`config.mk`:
```
export PLATFORM = sky130hd
export DESIGN_NAME = fmp_control
export DESIGN_NICKNAME = d
export VERILOG_FILES = /design/src/fmp_pkg.sv /design/src/fmp_sync_if.sv /design/src/fmp_control.sv /design/src/fmp_debounce.sv /design/src/fmp_sync.sv
export SDC_FILE = /design/constraint.sdc
export NUM_CORES = 1
export LEC_CHECK = 0
export BUFFER_PORTS_ARGS = -buffer_cell sky130_fd_sc_hd__buf_2
export CORE_ASPECT_RATIO = 0.9
export CORE_MARGIN = 4
export CORE_UTILIZATION = 45
export DETAILED_ROUTE_END_ITERATION = 10
export GPL_ROUTABILITY_DRIVEN = 0
export SLEW_MARGIN = 40
export SYNTH_ARGS = -nofsm -noshare
export SYNTH_HDL_FRONTEND = slang
export SYNTH_SLANG_ARGS = --single-unit
export TNS_END_PERCENT = 30
```
`constraint.sdc`:
```
create_clock -name sys_clk -period 38.1 [get_ports sys_clk]
set_input_delay 3.81 -clock sys_clk [delete_from_list [all_inputs] [get_ports sys_clk]]
set_output_delay 3.81 -clock sys_clk [all_outputs]
set_load 0.05 [all_outputs]
```
`src/fmp_pkg.sv`:
```
// Purpose: Shared constants for the multi-mode flyback PWM control block
// Assumes: 50 MHz sys_clk, comparator inputs asynchronous until fmp_sync
// Notes: Times kept in their own unit, cycle counts derived here
package fmp_pkg;
   // ****************************************
   // Clock and timing
   // ****************************************
   localparam int CLK_HZ = 50000000;
   localparam int CLK_NS = 20;
   localparam int CCM_FREQ_KHZ = 65;
   localparam int MAX_FREQ_KHZ = 69;
   localparam int GREEN_FREQ_KHZ = 25;
   localparam int TIMEOUT_US = 150;
   localparam int BLANK_NS = 350;
   localparam int VCC_OV_DEB_US = 128;
   localparam int OUT_OV_DEB_US = 128;
   localparam int UNDER_DEB_MS = 8;
   localparam int OPEN_LOOP_MS = 69;
   localparam int FORCED_DUTY_PCT = 25;
   // Least times round up, longest times round down
   localparam int CCM_PERIOD_CYC = CLK_HZ / (CCM_FREQ_KHZ * 1000);
   localparam int MAX_PERIOD_CYC = (CLK_HZ + MAX_FREQ_KHZ * 1000 - 1) / (MAX_FREQ_KHZ * 1000);
   localparam int GREEN_PERIOD_CYC = (CLK_HZ + GREEN_FREQ_KHZ * 1000 - 1) / (GREEN_FREQ_KHZ * 1000);
   localparam int TIMEOUT_CYC = TIMEOUT_US * (CLK_HZ / 1000000);
   localparam int BLANK_CYC = (BLANK_NS + CLK_NS - 1) / CLK_NS;
   localparam int VCC_OV_DEB_CYC = VCC_OV_DEB_US * (CLK_HZ / 1000000);
   localparam int OUT_OV_DEB_CYC = OUT_OV_DEB_US * (CLK_HZ / 1000000);
   localparam int UNDER_DEB_CYC = UNDER_DEB_MS * (CLK_HZ / 1000);
   localparam int OPEN_LOOP_CYC = OPEN_LOOP_MS * (CLK_HZ / 1000);
   localparam int FORCED_ON_CYC = CCM_PERIOD_CYC * FORCED_DUTY_PCT / 100;
   localparam int CNT_W = 24;
   localparam int FB_W = 8;
   // Feedback codes: green and full-clamp breakpoints
   localparam logic [7:0] FB_GREEN = 8'h45;
   localparam logic [7:0] FB_MAXCLAMP = 8'h57;

   // ****************************************
   // Operating modes
   // ****************************************
   typedef enum logic [4:0] {
      MODE_OFF   = 5'h01,
      MODE_VALLEY = 5'h02,
      MODE_CCM   = 5'h04,
      MODE_GREEN = 5'h08,
      MODE_BURST = 5'h10
   } fmp_mode_e;
endpackage

```
`src/fmp_sync_if.sv`:
```
// Purpose: Carries synchronised comparator levels between modules
// Assumes: One clock domain
// Notes: Filled by the synchroniser, read by the control core
`timescale 1ns/1ps
interface fmp_sync_if;
   logic supplyOn;
   logic supplyLow;
   logic supplyKeep;
   logic supplyOver;
   logic valley;
   logic plateauOver;
   logic detectUnder;
   logic burstLow;
   logic openLoop;
   logic currentLimit;
   logic pinFault;
   modport src (output supplyOn, supplyLow, supplyKeep, supplyOver, valley, plateauOver,
      detectUnder, burstLow, openLoop, currentLimit, pinFault);
   modport dst (input supplyOn, supplyLow, supplyKeep, supplyOver, valley, plateauOver,
      detectUnder, burstLow, openLoop, currentLimit, pinFault);
endinterface
```
`src/fmp_control.sv`:
```
// Purpose: Mode selection, gate timing and protection sequencing
// Assumes: Analog comparators outside, supply lockout state here
// Notes: Feedback level arrives as a digital code for the frequency clamp
`timescale 1ns/1ps

module fmp_control
   import fmp_pkg::*;
#(
   parameter int OPEN_LOOP_CYCLES = OPEN_LOOP_CYC,
   parameter int UNDER_CYCLES = UNDER_DEB_CYC,
   parameter int SAMPLE_DELAY_CYC = 100
) (
   input wire logic sys_clk, // System clock, 50 MHz
   input wire logic reset, // Sync reset, active high
   input wire logic supplyOnCmp, // Supply above upper threshold
   input wire logic supplyLowCmp, // Supply below lower threshold
   input wire logic supplyKeepCmp, // Supply at forced-duty entry
   input wire logic supplyOverCmp, // Supply overvoltage comparator
   input wire logic valleyCmp, // Valley seen on valley_detect_pin
   input wire logic plateauOverCmp, // Detect pin above overvoltage level
   input wire logic detectUnderCmp, // Detect pin under 0.5 V level
   input wire logic burstLowCmp, // Feedback below burst level
   input wire logic openLoopCmp, // Feedback above open-loop level
   input wire logic currentLimitCmp, // Current sense at limit
   input wire logic pinFaultCmp, // Any pin fault comparator
   input wire logic [FB_W-1:0] feedbackLevel, // Feedback code
   output logic gateOut, // MOSFET gate drive
   output logic running, // Supply lockout released
   output logic faultLatched, // Protection latched off
   output fmp_mode_e mode // Present operating mode
);
   fmp_sync_if syncBus ();
   logic [10:0] rawCmp;
   logic vccOvTrip, plateauTrip, underTrip, openTrip;
   logic gate_q, gate_d, run_q, run_d, fault_q, fault_d, keep_q, keep_d;
   logic [CNT_W-1:0] phase_q, phase_d, offCnt_q, offCnt_d;
   logic [1:0] valleySeen_q, valleySeen_d;
   logic sampleWin, plateauHeld_q, plateauHeld_d;
   logic [CNT_W-1:0] clampCyc;
   fmp_mode_e mode_q, mode_d;

   // ****************************************
   // Comparator synchronisation
   // ****************************************
   assign rawCmp = {pinFaultCmp, currentLimitCmp, openLoopCmp, burstLowCmp, detectUnderCmp,
      plateauOverCmp, valleyCmp, supplyOverCmp, supplyKeepCmp, supplyLowCmp, supplyOnCmp};
   fmp_sync #(.N(11)) uSync (
      .sys_clk(sys_clk),
      .reset(reset),
      .rawIn(rawCmp),
      .syncOut(syncBus.src)
   );

   // ****************************************
   // Protection debounce
   // ****************************************
   // Supply overvoltage debounce
   fmp_debounce #(.LIMIT(VCC_OV_DEB_CYC)) uVccOv (
      .sys_clk(sys_clk),
      .reset(reset),
      .enable(run_q),
      .level(syncBus.supplyOver),
      .trip(vccOvTrip)
   );
   assign sampleWin = !gate_q && offCnt_q == CNT_W'(SAMPLE_DELAY_CYC);
   fmp_debounce #(.LIMIT(OUT_OV_DEB_CYC)) uPlateau (
      .sys_clk(sys_clk),
      .reset(reset),
      .enable(run_q),
      .level(plateauHeld_q),
      .trip(plateauTrip)
   );
   fmp_debounce #(.LIMIT(UNDER_CYCLES)) uUnder (
      .sys_clk(sys_clk),
      .reset(reset),
      .enable(run_q),
      .level(syncBus.detectUnder),
      .trip(underTrip)
   );
   fmp_debounce #(.LIMIT(OPEN_LOOP_CYCLES)) uOpen (
      .sys_clk(sys_clk),
      .reset(reset),
      .enable(run_q),
      .level(syncBus.openLoop),
      .trip(openTrip)
   );

   // Frequency clamp as period, linear in green band
   function automatic logic [CNT_W-1:0] clamp_period(input logic [FB_W-1:0] fb);
      logic [CNT_W-1:0] span;
      span = CNT_W'(GREEN_PERIOD_CYC - MAX_PERIOD_CYC);
      if (fb >= FB_MAXCLAMP) begin
         clamp_period = CNT_W'(MAX_PERIOD_CYC);
      end else begin
         clamp_period = CNT_W'(MAX_PERIOD_CYC) + CNT_W'((span * CNT_W'(FB_MAXCLAMP - fb))
            / CNT_W'(FB_MAXCLAMP));
      end
   endfunction
   assign clampCyc = clamp_period(feedbackLevel);

   // Light load reads as green mode, otherwise plain valley switching
   function automatic fmp_mode_e load_mode(input logic [FB_W-1:0] fb);
      load_mode = (fb < FB_GREEN) ? MODE_GREEN : MODE_VALLEY;
   endfunction

   // ****************************************
   // Lockout and fault latch
   // ****************************************
   always_comb begin
      run_d = run_q;
      fault_d = fault_q;
      keep_d = keep_q;
      plateauHeld_d = plateauHeld_q;
      if (!run_q && syncBus.supplyOn) begin
         run_d = 1'b1;
         fault_d = 1'b0;
      end else if (run_q && syncBus.supplyLow) begin
         run_d = 1'b0;
      end
      if (vccOvTrip || plateauTrip || underTrip || openTrip) begin
         fault_d = 1'b1;
      end
      keep_d = syncBus.supplyKeep && syncBus.burstLow;
      // One plateau sample per off time, held until the next
      // Raw plateau lasts only part of each off time, so the held
      // sample is what lets the debounce run across gate pulses
      if (!run_q) begin
         plateauHeld_d = 1'b0;
      end else if (sampleWin) begin
         plateauHeld_d = syncBus.plateauOver;
      end
   end

   // ****************************************
   // Gate timing and mode selection
   // ****************************************
   always_comb begin
      gate_d = gate_q;
      phase_d = phase_q + 1'b1;
      offCnt_d = gate_q ? '0 : offCnt_q + 1'b1;
      valleySeen_d = valleySeen_q;
      mode_d = mode_q;
      if (!run_q || fault_q || syncBus.pinFault) begin
         // Pin fault stops gate at once
         gate_d = 1'b0;
         mode_d = MODE_OFF;
         phase_d = '0;
      end else if (keep_q) begin
         mode_d = MODE_BURST;
         gate_d = phase_q < CNT_W'(FORCED_ON_CYC);
         if (phase_q >= CNT_W'(CCM_PERIOD_CYC - 1)) begin
            phase_d = '0;
         end
      end else if (syncBus.burstLow) begin
         gate_d = 1'b0;
         mode_d = MODE_BURST;
      end else if (gate_q) begin
         if (syncBus.currentLimit && phase_q >= CNT_W'(BLANK_CYC)) begin
            gate_d = 1'b0;
            valleySeen_d = '0;
         end
      end else begin
         // Mode changes only at a turn-on, so fixed rate stays visible while off
         // Valley detector counts valleys
         if (syncBus.valley && valleySeen_q != 2'd3) begin
            valleySeen_d = valleySeen_q + 1'b1;
         end
         // Turn on at valley when clamp allows
         // Valleys inside the clamp period are skipped; green
         if (syncBus.valley && phase_q >= clampCyc) begin
            gate_d = 1'b1;
            phase_d = '0;
            mode_d = load_mode(feedbackLevel);
         // Fixed rate if valley too late
         end else if (phase_q >= CNT_W'(CCM_PERIOD_CYC - 1) && clampCyc <= CNT_W'(CCM_PERIOD_CYC)) begin
            gate_d = 1'b1;
            phase_d = '0;
            mode_d = MODE_CCM;
         end else if (offCnt_q >= CNT_W'(TIMEOUT_CYC - 1)) begin
            gate_d = 1'b1;
            phase_d = '0;
            mode_d = load_mode(feedbackLevel);
         end
      end
   end

   // Registers for control state
   always_ff @(posedge sys_clk) begin
      if (reset) begin
         gate_q <= 1'b0;
         run_q <= 1'b0;
         fault_q <= 1'b0;
         keep_q <= 1'b0;
         phase_q <= '0;
         offCnt_q <= '0;
         plateauHeld_q <= 1'b0;
         valleySeen_q <= '0;
         mode_q <= MODE_OFF;
      end else begin
         gate_q <= gate_d;
         run_q <= run_d;
         fault_q <= fault_d;
         keep_q <= keep_d;
         phase_q <= phase_d;
         offCnt_q <= offCnt_d;
         plateauHeld_q <= plateauHeld_d;
         valleySeen_q <= valleySeen_d;
         mode_q <= mode_d;
      end
   end

   // Outputs straight from flops
   assign gateOut = gate_q;
   assign running = run_q;
   assign faultLatched = fault_q;
   assign mode = mode_q;
endmodule

```
`src/fmp_debounce.sv`:
```
// Purpose: Debounce counter, trips after a level holds a set time
// Assumes: Level already synchronised
// Notes: Any drop of the level restarts the count
`timescale 1ns/1ps
module fmp_debounce
   import fmp_pkg::*;
#(
   parameter int LIMIT = 16
) (
   input wire logic sys_clk, // System clock
   input wire logic reset, // Sync reset, active high
   input wire logic enable, // Counting allowed
   input wire logic level, // Condition being watched
   output logic trip // Held long enough, one-cycle pulse
);
   logic [CNT_W-1:0] count_q, count_d;
   logic trip_d;

   // Count while the level stays, restart otherwise
   always_comb begin
      count_d = '0;
      trip_d = 1'b0;
      if (enable && level) begin
         count_d = count_q + 1'b1;
         if (count_q == CNT_W'(LIMIT - 1)) begin
            trip_d = 1'b1;
            count_d = '0;
         end
      end
   end

   // Registers
   always_ff @(posedge sys_clk) begin
      if (reset) begin
         count_q <= '0;
         trip <= 1'b0;
      end else begin
         count_q <= count_d;
         trip <= trip_d;
      end
   end
endmodule

```
`src/fmp_sync.sv`:
```
// Purpose: Two-stage synchronisers for every comparator result
// Assumes: Inputs may change at any time
// Notes: First stage feeds only the second stage
`timescale 1ns/1ps
module fmp_sync
   import fmp_pkg::*;
#(
   parameter int N = 11
) (
   input wire logic sys_clk, // System clock
   input wire logic reset, // Sync reset, active high
   input wire logic [N-1:0] rawIn, // Raw comparator levels
   fmp_sync_if.src syncOut // Synchronised levels
);
   logic [N-1:0] stage1_q, stage1_d, stage2_q, stage2_d;

   // ****************************************
   // Synchroniser stages
   // ****************************************
   // Next values
   always_comb begin
      stage1_d = rawIn;
      stage2_d = stage1_q;
   end

   // Registers, cleared on reset
   always_ff @(posedge sys_clk) begin
      if (reset) begin
         stage1_q <= '0;
         stage2_q <= '0;
      end else begin
         stage1_q <= stage1_d;
         stage2_q <= stage2_d;
      end
   end

   // Fan out to named levels
   assign syncOut.supplyOn = stage2_q[0];
   assign syncOut.supplyLow = stage2_q[1];
   assign syncOut.supplyKeep = stage2_q[2];
   assign syncOut.supplyOver = stage2_q[3];
   assign syncOut.valley = stage2_q[4];
   assign syncOut.plateauOver = stage2_q[5];
   assign syncOut.detectUnder = stage2_q[6];
   assign syncOut.burstLow = stage2_q[7];
   assign syncOut.openLoop = stage2_q[8];
   assign syncOut.currentLimit = stage2_q[9];
   assign syncOut.pinFault = stage2_q[10];
endmodule

```
==> results.py, run 1 <==
metrics = {
    "outcome": {
        "status": "complete, no violations",
    },
    "timing": {
        "slew_headroom": 0.4377,
        "min_period_ps": 26120,
        "post-route-period-util": 0.6856,
        "drv_slew": 0,
        "finalSetupTns_ps": 0,
        "rsz0062_at_grt": "no",
        "hold_violations": 0,
        "finClkSkew_ps": 10.96,
        "fmax_mhz": 38.28,
        "setup_viol": 0,
        "worst_pin_slew_ps": 837.4,
    },
    "placement": {
        "hpwlAfterDp_um": 30120,
        "dp.cells": 2369,
        "io_buffers": 28,
        "placed_cell_area_mm2": 0.01610,
    },
    "clock_network": {
        "h-tree-depth": 4,
        "clk_latency_ps": 420,
        "numCtsBuffers": 17,
        "clock_tree.root_cell": "clkbuf_16",
        "postCtsSetupBuffers": 0,
        "cts.sinks": 180,
        "cts.clk_slew.worst_paths_ps": 70,
        "post_cts_resized": 0,
        "holdBufCountCts": 0,
        "cts_tree": "yes",
        "clockBufferDepth": 2,
    },
    "floorplanning": {
        "core_area_mm2": 0.03411,
        "initial_core_util": 0.4571,
        "fp.dieArea_mm2": 0.03770,
        "ios": 29,
        "die_x_um": 204.2,
        "fp.dieH_um": 184.6,
        "rows": 64,
    },
    "detailed_routing": {
        "vias": 13830,
        "remaining_drc_errors": 0,
        "first_iter_violations": 965,
        "vias_per_cell": 5.764,
        "drt-wirelength-per-cell_um": 15.96,
        "ant_nets": 0,
        "wirelength_um": 38310,
        "firstDrtPassIters": 5,
    },
    "yosys": {
        "ys_seq_elements": 180,
        "yosysSeqAreaShare": 0.2311,
        "synth_area_mm2": 0.01559,
        "yosysTopAreaCellShare": 0.2311,
        "syn_area_per_cell_um2": 8.087,
        "synth-edff-count": 0,
        "async_flop_share": 0,
        "synth_cell_type_count": 129,
        "yosys-top-cells-area": "dfxtp_1 (23%), ha_1 (7.6%), xor2_1 (5.7%)",
        "syn_inst": 1928,
        "yosys.area.top_type": "dfxtp_1",
        "synth_warnings": 0,
        "synth_flop_cell": "dfxtp_1",
    },
    "setup_path": {
        "crit_required_ps": 38450,
        "endpoint": "phase_q[16]",
        "cpPeakStageDelay_ps": 740,
        "critPathTopFamily": "compound AO/OA/AOI/OAI gates",
        "r2r_start": "phase_q[0]",
        "path_class": "primary input to register",
        "r2r-end": "phase_q[16]",
        "cp_num_buf_inv": 5,
        "path_max_fanout": 24,
        "worstRegToRegCells": 32,
        "critPathCaptureType": "register",
        "path_common_cell": "a21oi_1",
        "cp.depth": 81,
        "crit_path_top_delay_cell": "o31ai_4",
        "start_kind": "primary input",
        "arrival_ps": 26480,
        "r2r_setup_slack_ps": 33250,
        "crit_start": "feedbackLevel[3]",
    },
    "finish": {
        "ff_latch_area_mm2": 0.003603,
        "multiInputGateArea_mm2": 0.01139,
        "drive_gt1_frac": 0.08978,
        "diodes": 0,
        "finalNonFillerCells": 2400,
        "fin_nets": 2069,
        "fillers": 3416,
        "area_delta_synth_final_pct": 7.182,
        "fin_area_mm2": 0.01671,
    },
    "hold_path": {
        "min_path_type": "register to register",
    },
    "global_route": {
        "grt.overflow.total": 0,
        "grt_pass1_wl_um": 64370,
        "antenna_found_initial": 0,
        "grt_pass1_vias": 12750,
        "grt_max_degree": 28,
        "grt_usage": 0.2008,
    },
    "job": {
        "drv_cap": 0,
    },
}
-- synthesized netlist by cell type, drive strengths merged (9+ instances only) --
cell    count
o21ai      86
and3       50
or3        29
ha         95
o31ai      15
and2       19
a211oi     26
xnor2      91
o21a       11
o211ai     26
nand3     102
buf        29
xor2      103
maj3        9
mux2       11
a21o       24
nor3       54
inv        94
a211o      11
a21oi      96
or2        10
nand4      35
nand2     149
clkbuf     27
nor4       26
a31oi      20
fa         27
nor2      236
o31a        9
nand2b     12
a31o        9
nor2b      36
dfxtp     180
mux2i      17
-- flip-flops by register name, indices dropped and copies added, names as in the netlist, 5 cells and up --
| name | count |
|---|---|
| uUnder.count_q | 24 |
| uSync.stage1_q | 11 |
| offCnt_q | 24 |
| mode | 5 |
| uSync.stage2_q | 11 |
| phase_q | 24 |
| uOpen.count_q | 24 |
| uVccOv.count_q | 24 |
| uPlateau.count_q | 24 |
-- metrics by stage --
stage | utilization | hold slack (ps) | setup WS [ps]
5_1_grt | 0.4899 | 435.6 | 10060
2_1_floorplan | - | 393.9 | 15920
6_report | 0.4899 | 407.2 | 11980
4_1_cts | 0.4897 | 408.3 | 12160
3_3_place_gp | 0.4712 | 400.6 | 11990
3_5_place_dp | 0.4720 | 398.6 | 11790
-- metal layers --
layer / share of wire / track usage / routed length (µm)
met5: 0 / 0 / 0
met4: 0.0080 / 0.03001 / 308
met3: 0.045 / 0.02903 / 1717
met2: 0.41 / 0.3004 / 15860
met1: 0.53 / 0.3117 / 20420
-- area by class of cell --
cell class,count,share of cell area
clock buffer,18,0.02568
clock inverter,13,0.01041
inverter,95,0.02134
multi-input combinational,1598,0.6813
sequential,180,0.2156
tap,462,0.03459
timing repair buffer,34,0.01108
-- worst min-delay path by stage --
stage | startpoint | end | slack (ps) | cells after the start
final | uSync.stage2_q[1] | running | 410 | 1
after global routing | uSync.stage2_q[1] | running | 440 | 1
after CTS | uSync.stage2_q[1] | running | 410 | 1
after detailed placement | uSync.stage2_q[1] | running | 400 | 1
after global placement | uSync.stage2_q[1] | running | 400 | 1
after floorplan | uSync.stage2_q[1] | running | 390 | 1
-- cell families (layout without fill, tap and decap cells) --
group | after synthesis | in the layout | share of synthesized area
AND/OR/NAND/NOR | 793 | 793 | 0.2512
buffers and inverters | 151 | 160 | 0.04068
AO/OA/AOI/OAI | 450 | 450 | 0.2270
flip-flops | 180 | 180 | 0.2311
other | 1 | 2 | 0.0002405
adder cells (fa/ha/maj) | 131 | 131 | 0.1168
XOR/XNOR | 194 | 194 | 0.1133
multiplexers | 28 | 28 | 0.01958
-- cells in the final DEF, fill, tap and decap left out, drive strengths merged, types with 9 or more instances in the layout --
master and instances:
or2 10, a31o 9, maj3 9, nor3 54
clkbuf 18, and2 19, nor4 26, mux2 11
xor2 103, or3 29, nand2b 12, a31oi 20
o211ai 26, nor2 236, nand2 149, o21ai 86
buf 34, nand3 102, xnor2 91, mux2i 17
dfxtp 180, inv 98, a21oi 96, nor2b 36
nand4 35, and3 50, fa 27, o21a 11
a211oi 26, o31a 9, a21o 24, ha 95
a211o 11, o31ai 15
Power of run 1 is not shown: default switching activity piles up to over one toggle a cycle in this logic, so the estimate is an artifact.
==> run 2: changes to the inputs <==
--- a/config.mk
+++ b/config.mk
@@ -5,6 +5,7 @@
 export SDC_FILE = /design/constraint.sdc
 export NUM_CORES = 1
 export LEC_CHECK = 0
+export ABC_AREA = 1
 export BUFFER_PORTS_ARGS = -buffer_cell sky130_fd_sc_hd__buf_2
 export CORE_ASPECT_RATIO = 0.9
 export CORE_MARGIN = 4
==> constraint.sdc (replaced) <==
create_clock -name sys_clk -period 22.4 [get_ports sys_clk]
set_input_delay 2.24 -clock sys_clk [delete_from_list [all_inputs] [get_ports sys_clk]]
set_output_delay 2.24 -clock sys_clk [all_outputs]
set_load 0.05 [all_outputs]
==> run 2 against run 1 <==
Effect of this change:
- first-iteration DRC count shrank 43%
- final area fell by 2.4%
- register-to-register slack worse by 15000 ps
- critical path depth is 49 higher
- flip-flop and latch count did not move
- worst hold slack got worse by 4.9 ps
- core utilization is 0.16 points higher
- synthesized area fell by 2.1%
- clock skew is 0.69 ps higher
==> results.py, run 2 <==
metrics = {
    "timing": {
        "finClkSkew_ps": 11.64,
        "drv_slew": 0,
        "hold_violations": 0,
        "min_period_ps": 20430,
        "rsz0062_at_grt": "no",
        "fmax_mhz": 48.95,
        "setup_viol": 0,
        "post-route-period-util": 0.9121,
        "slew_headroom": 0.4913,
        "finalSetupTns_ps": 0,
        "worst_pin_slew_ps": 761.3,
    },
    "placement": {
        "io_buffers": 28,
        "hpwlAfterDp_um": 25840,
    },
    "floorplanning": {
        "die_x_um": 202.1,
        "fp.dieArea_mm2": 0.03693,
        "core_area_mm2": 0.03319,
        "rows": 63,
        "initial_core_util": 0.4599,
        "fp.dieH_um": 182.7,
        "ios": 29,
    },
    "clock_network": {
        "postCtsSetupBuffers": 0,
        "clk_latency_ps": 430,
        "numCtsBuffers": 17,
        "post_cts_resized": 0,
        "holdBufCountCts": 0,
        "cts_tree": "yes",
        "clock_tree.root_cell": "clkbuf_16",
        "h-tree-depth": 4,
        "clockBufferDepth": 2,
        "cts.clk_slew.worst_paths_ps": 70,
        "cts.sinks": 180,
    },
    "yosys": {
        "yosysSeqAreaShare": 0.2361,
        "ys_seq_elements": 180,
        "yosys-top-cells-area": "dfxtp_1 (24%), nand2_1 (12%), inv_1 (8.8%)",
        "yosys.area.top_type": "dfxtp_1",
        "synth_warnings": 0,
        "yosysMostFrequentCell": "nand2_1",
        "synth-edff-count": 0,
        "synth_cell_type_count": 68,
        "synth_area_mm2": 0.01526,
        "yosysTopAreaCellShare": 0.2361,
        "syn_inst": 2269,
        "syn_area_per_cell_um2": 6.726,
        "synth_flop_cell": "dfxtp_1",
        "synthTopCellsByCount": "nand2_1 (488), inv_1 (357), nor2_1 (217)",
        "async_flop_share": 0,
    },
    "global_route": {
        "grt_pass1_vias": 12520,
        "gr-usage-met1": 0.2428,
        "grt_util_met3": 0.01883,
        "grt_usage": 0.1743,
        "grt-busiest-layer": "met2",
        "grtUsageMet2": 0.2949,
        "antenna_found_initial": 0,
        "grt.overflow.total": 0,
        "grt_max_degree": 28,
        "grt_pass1_wl_um": 56030,
    },
    "setup_path": {
        "worstRegToRegCells": 23,
        "r2r-end": "phase_q[20]",
        "path_class": "primary input to register",
        "r2r_setup_slack_ps": 18630,
        "cpPeakStageDelay_ps": 540,
        "r2r_start": "phase_q[0]",
        "start_kind": "primary input",
        "path_max_fanout": 22,
        "path_common_cell": "nand2_1",
        "crit_path_top_delay_cell": "fa_1",
        "crit_required_ps": 22760,
        "arrival_ps": 20790,
        "critPathCaptureType": "register",
    },
    "detailed_routing": {
        "drt-wirelength-per-cell_um": 11.61,
        "vias": 13560,
        "ant_nets": 0,
        "firstDrtPassIters": 6,
        "vias_per_cell": 4.911,
        "wirelength_um": 32060,
        "first_iter_violations": 554,
        "remaining_drc_errors": 0,
    },
    "outcome": {
        "status": "complete, no violations",
    },
    "finish": {
        "diodes": 0,
        "mostFrequentLayoutCells": "nand2_1 (488), inv_1 (357), nor2_1 (217)",
        "fin_nets": 2437,
        "drive_gt1_frac": 0.1426,
        "layout_commonest_cell": "nand2_1",
        "area_delta_synth_final_pct": 6.870,
        "fillers": 3359,
    },
    "hold_path": {
        "min_to": "uSync.stage2_q[0]",
        "min_path_type": "register to register",
        "min-delay-start": "uSync.stage1_q[0]",
        "worstHoldPathCells": 2,
    },
    "job": {
        "drv_cap": 0,
    },
}
-- run 2: cell count changes in the layout (fill, tap and decap cells not counted), sizes merged, moves of 18 or more --
cell and delta:
nand2 +475, o211ai -18, xnor2 -82, or3 -28
nor2 +25, a31oi -18, and3 -48, nor2b -35
xor2 -61, nor3b +20, a21o -21, inv +310
a211oi -19, nand3 +84
-- run 2: layer usage --
metal / vias up / part of all wire
li1: 7300 / -
met1: 6065 / 0.52
met2: 178 / 0.45
met3: 21 / 0.028
met4: 0 / 0.0076
met5: - / 0
-- run 2: worst max-delay path by stage --
stage | endpoint | cells after the start | start
after floorplan | phase_q[20] | 138 | feedbackLevel[3]
final | phase_q[20] | 130 | feedbackLevel[3]
after global routing | phase_q[0] | 137 | feedbackLevel[3]
after CTS | phase_q[20] | 130 | feedbackLevel[3]
after global placement | phase_q[1] | 129 | feedbackLevel[3]
after detailed placement | phase_q[1] | 130 | feedbackLevel[3]
-- run 2: layout make-up --
cell class	instances	area, µm²	share of cell area
Timing Repair Buffer	29	147.6	0.009052
Sequential cell	180	3603	0.2209
Clock buffer	19	442.9	0.02716
Tap cell	455	569.3	0.03490
Clock inverter	13	103.9	0.006367
Multi-Input combinational cell	1653	9843	0.6035
Inverter	413	1600	0.09811
-- run 2: cells by family (layout without fill, tap and decap cells) --
family	count (synthesis)	count (layout)	share of synthesized area
fa+ha+maj	122	122	0.1133
xor+xnor	51	51	0.02927
flops	180	180	0.2361
other cells	1	2	0.0002457
simple gates	1245	1245	0.4139
buf+inv	437	474	0.1192
compound gates	233	233	0.08797
-- run 2: through the flow --
step	cells	area [µm²]	util	worst slack [ps]	hold WS [ps]
2_1_floorplan	2270	15270	-	4692	388.3
3_3_place_gp	2730	15760	0.4750	2272	390.4
3_5_place_dp	2730	15760	0.4750	1640	393.6
4_1_cts	2762	16310	0.4915	2040	403.1
5_1_grt	2762	16310	0.4915	10.49	417.4
6_report	2762	16310	0.4915	1969	402.3
-- run 2: critical path: cells and delay by family --
family / cells / cell delay, ps
AND/OR/NAND/NOR: 95 / 11630
adder cells (fa/ha/maj): 10 / 3690
AO/OA/AOI/OAI: 12 / 1860
buffers and inverters: 13 / 1280
Power of run 2 is left out for the same reason.
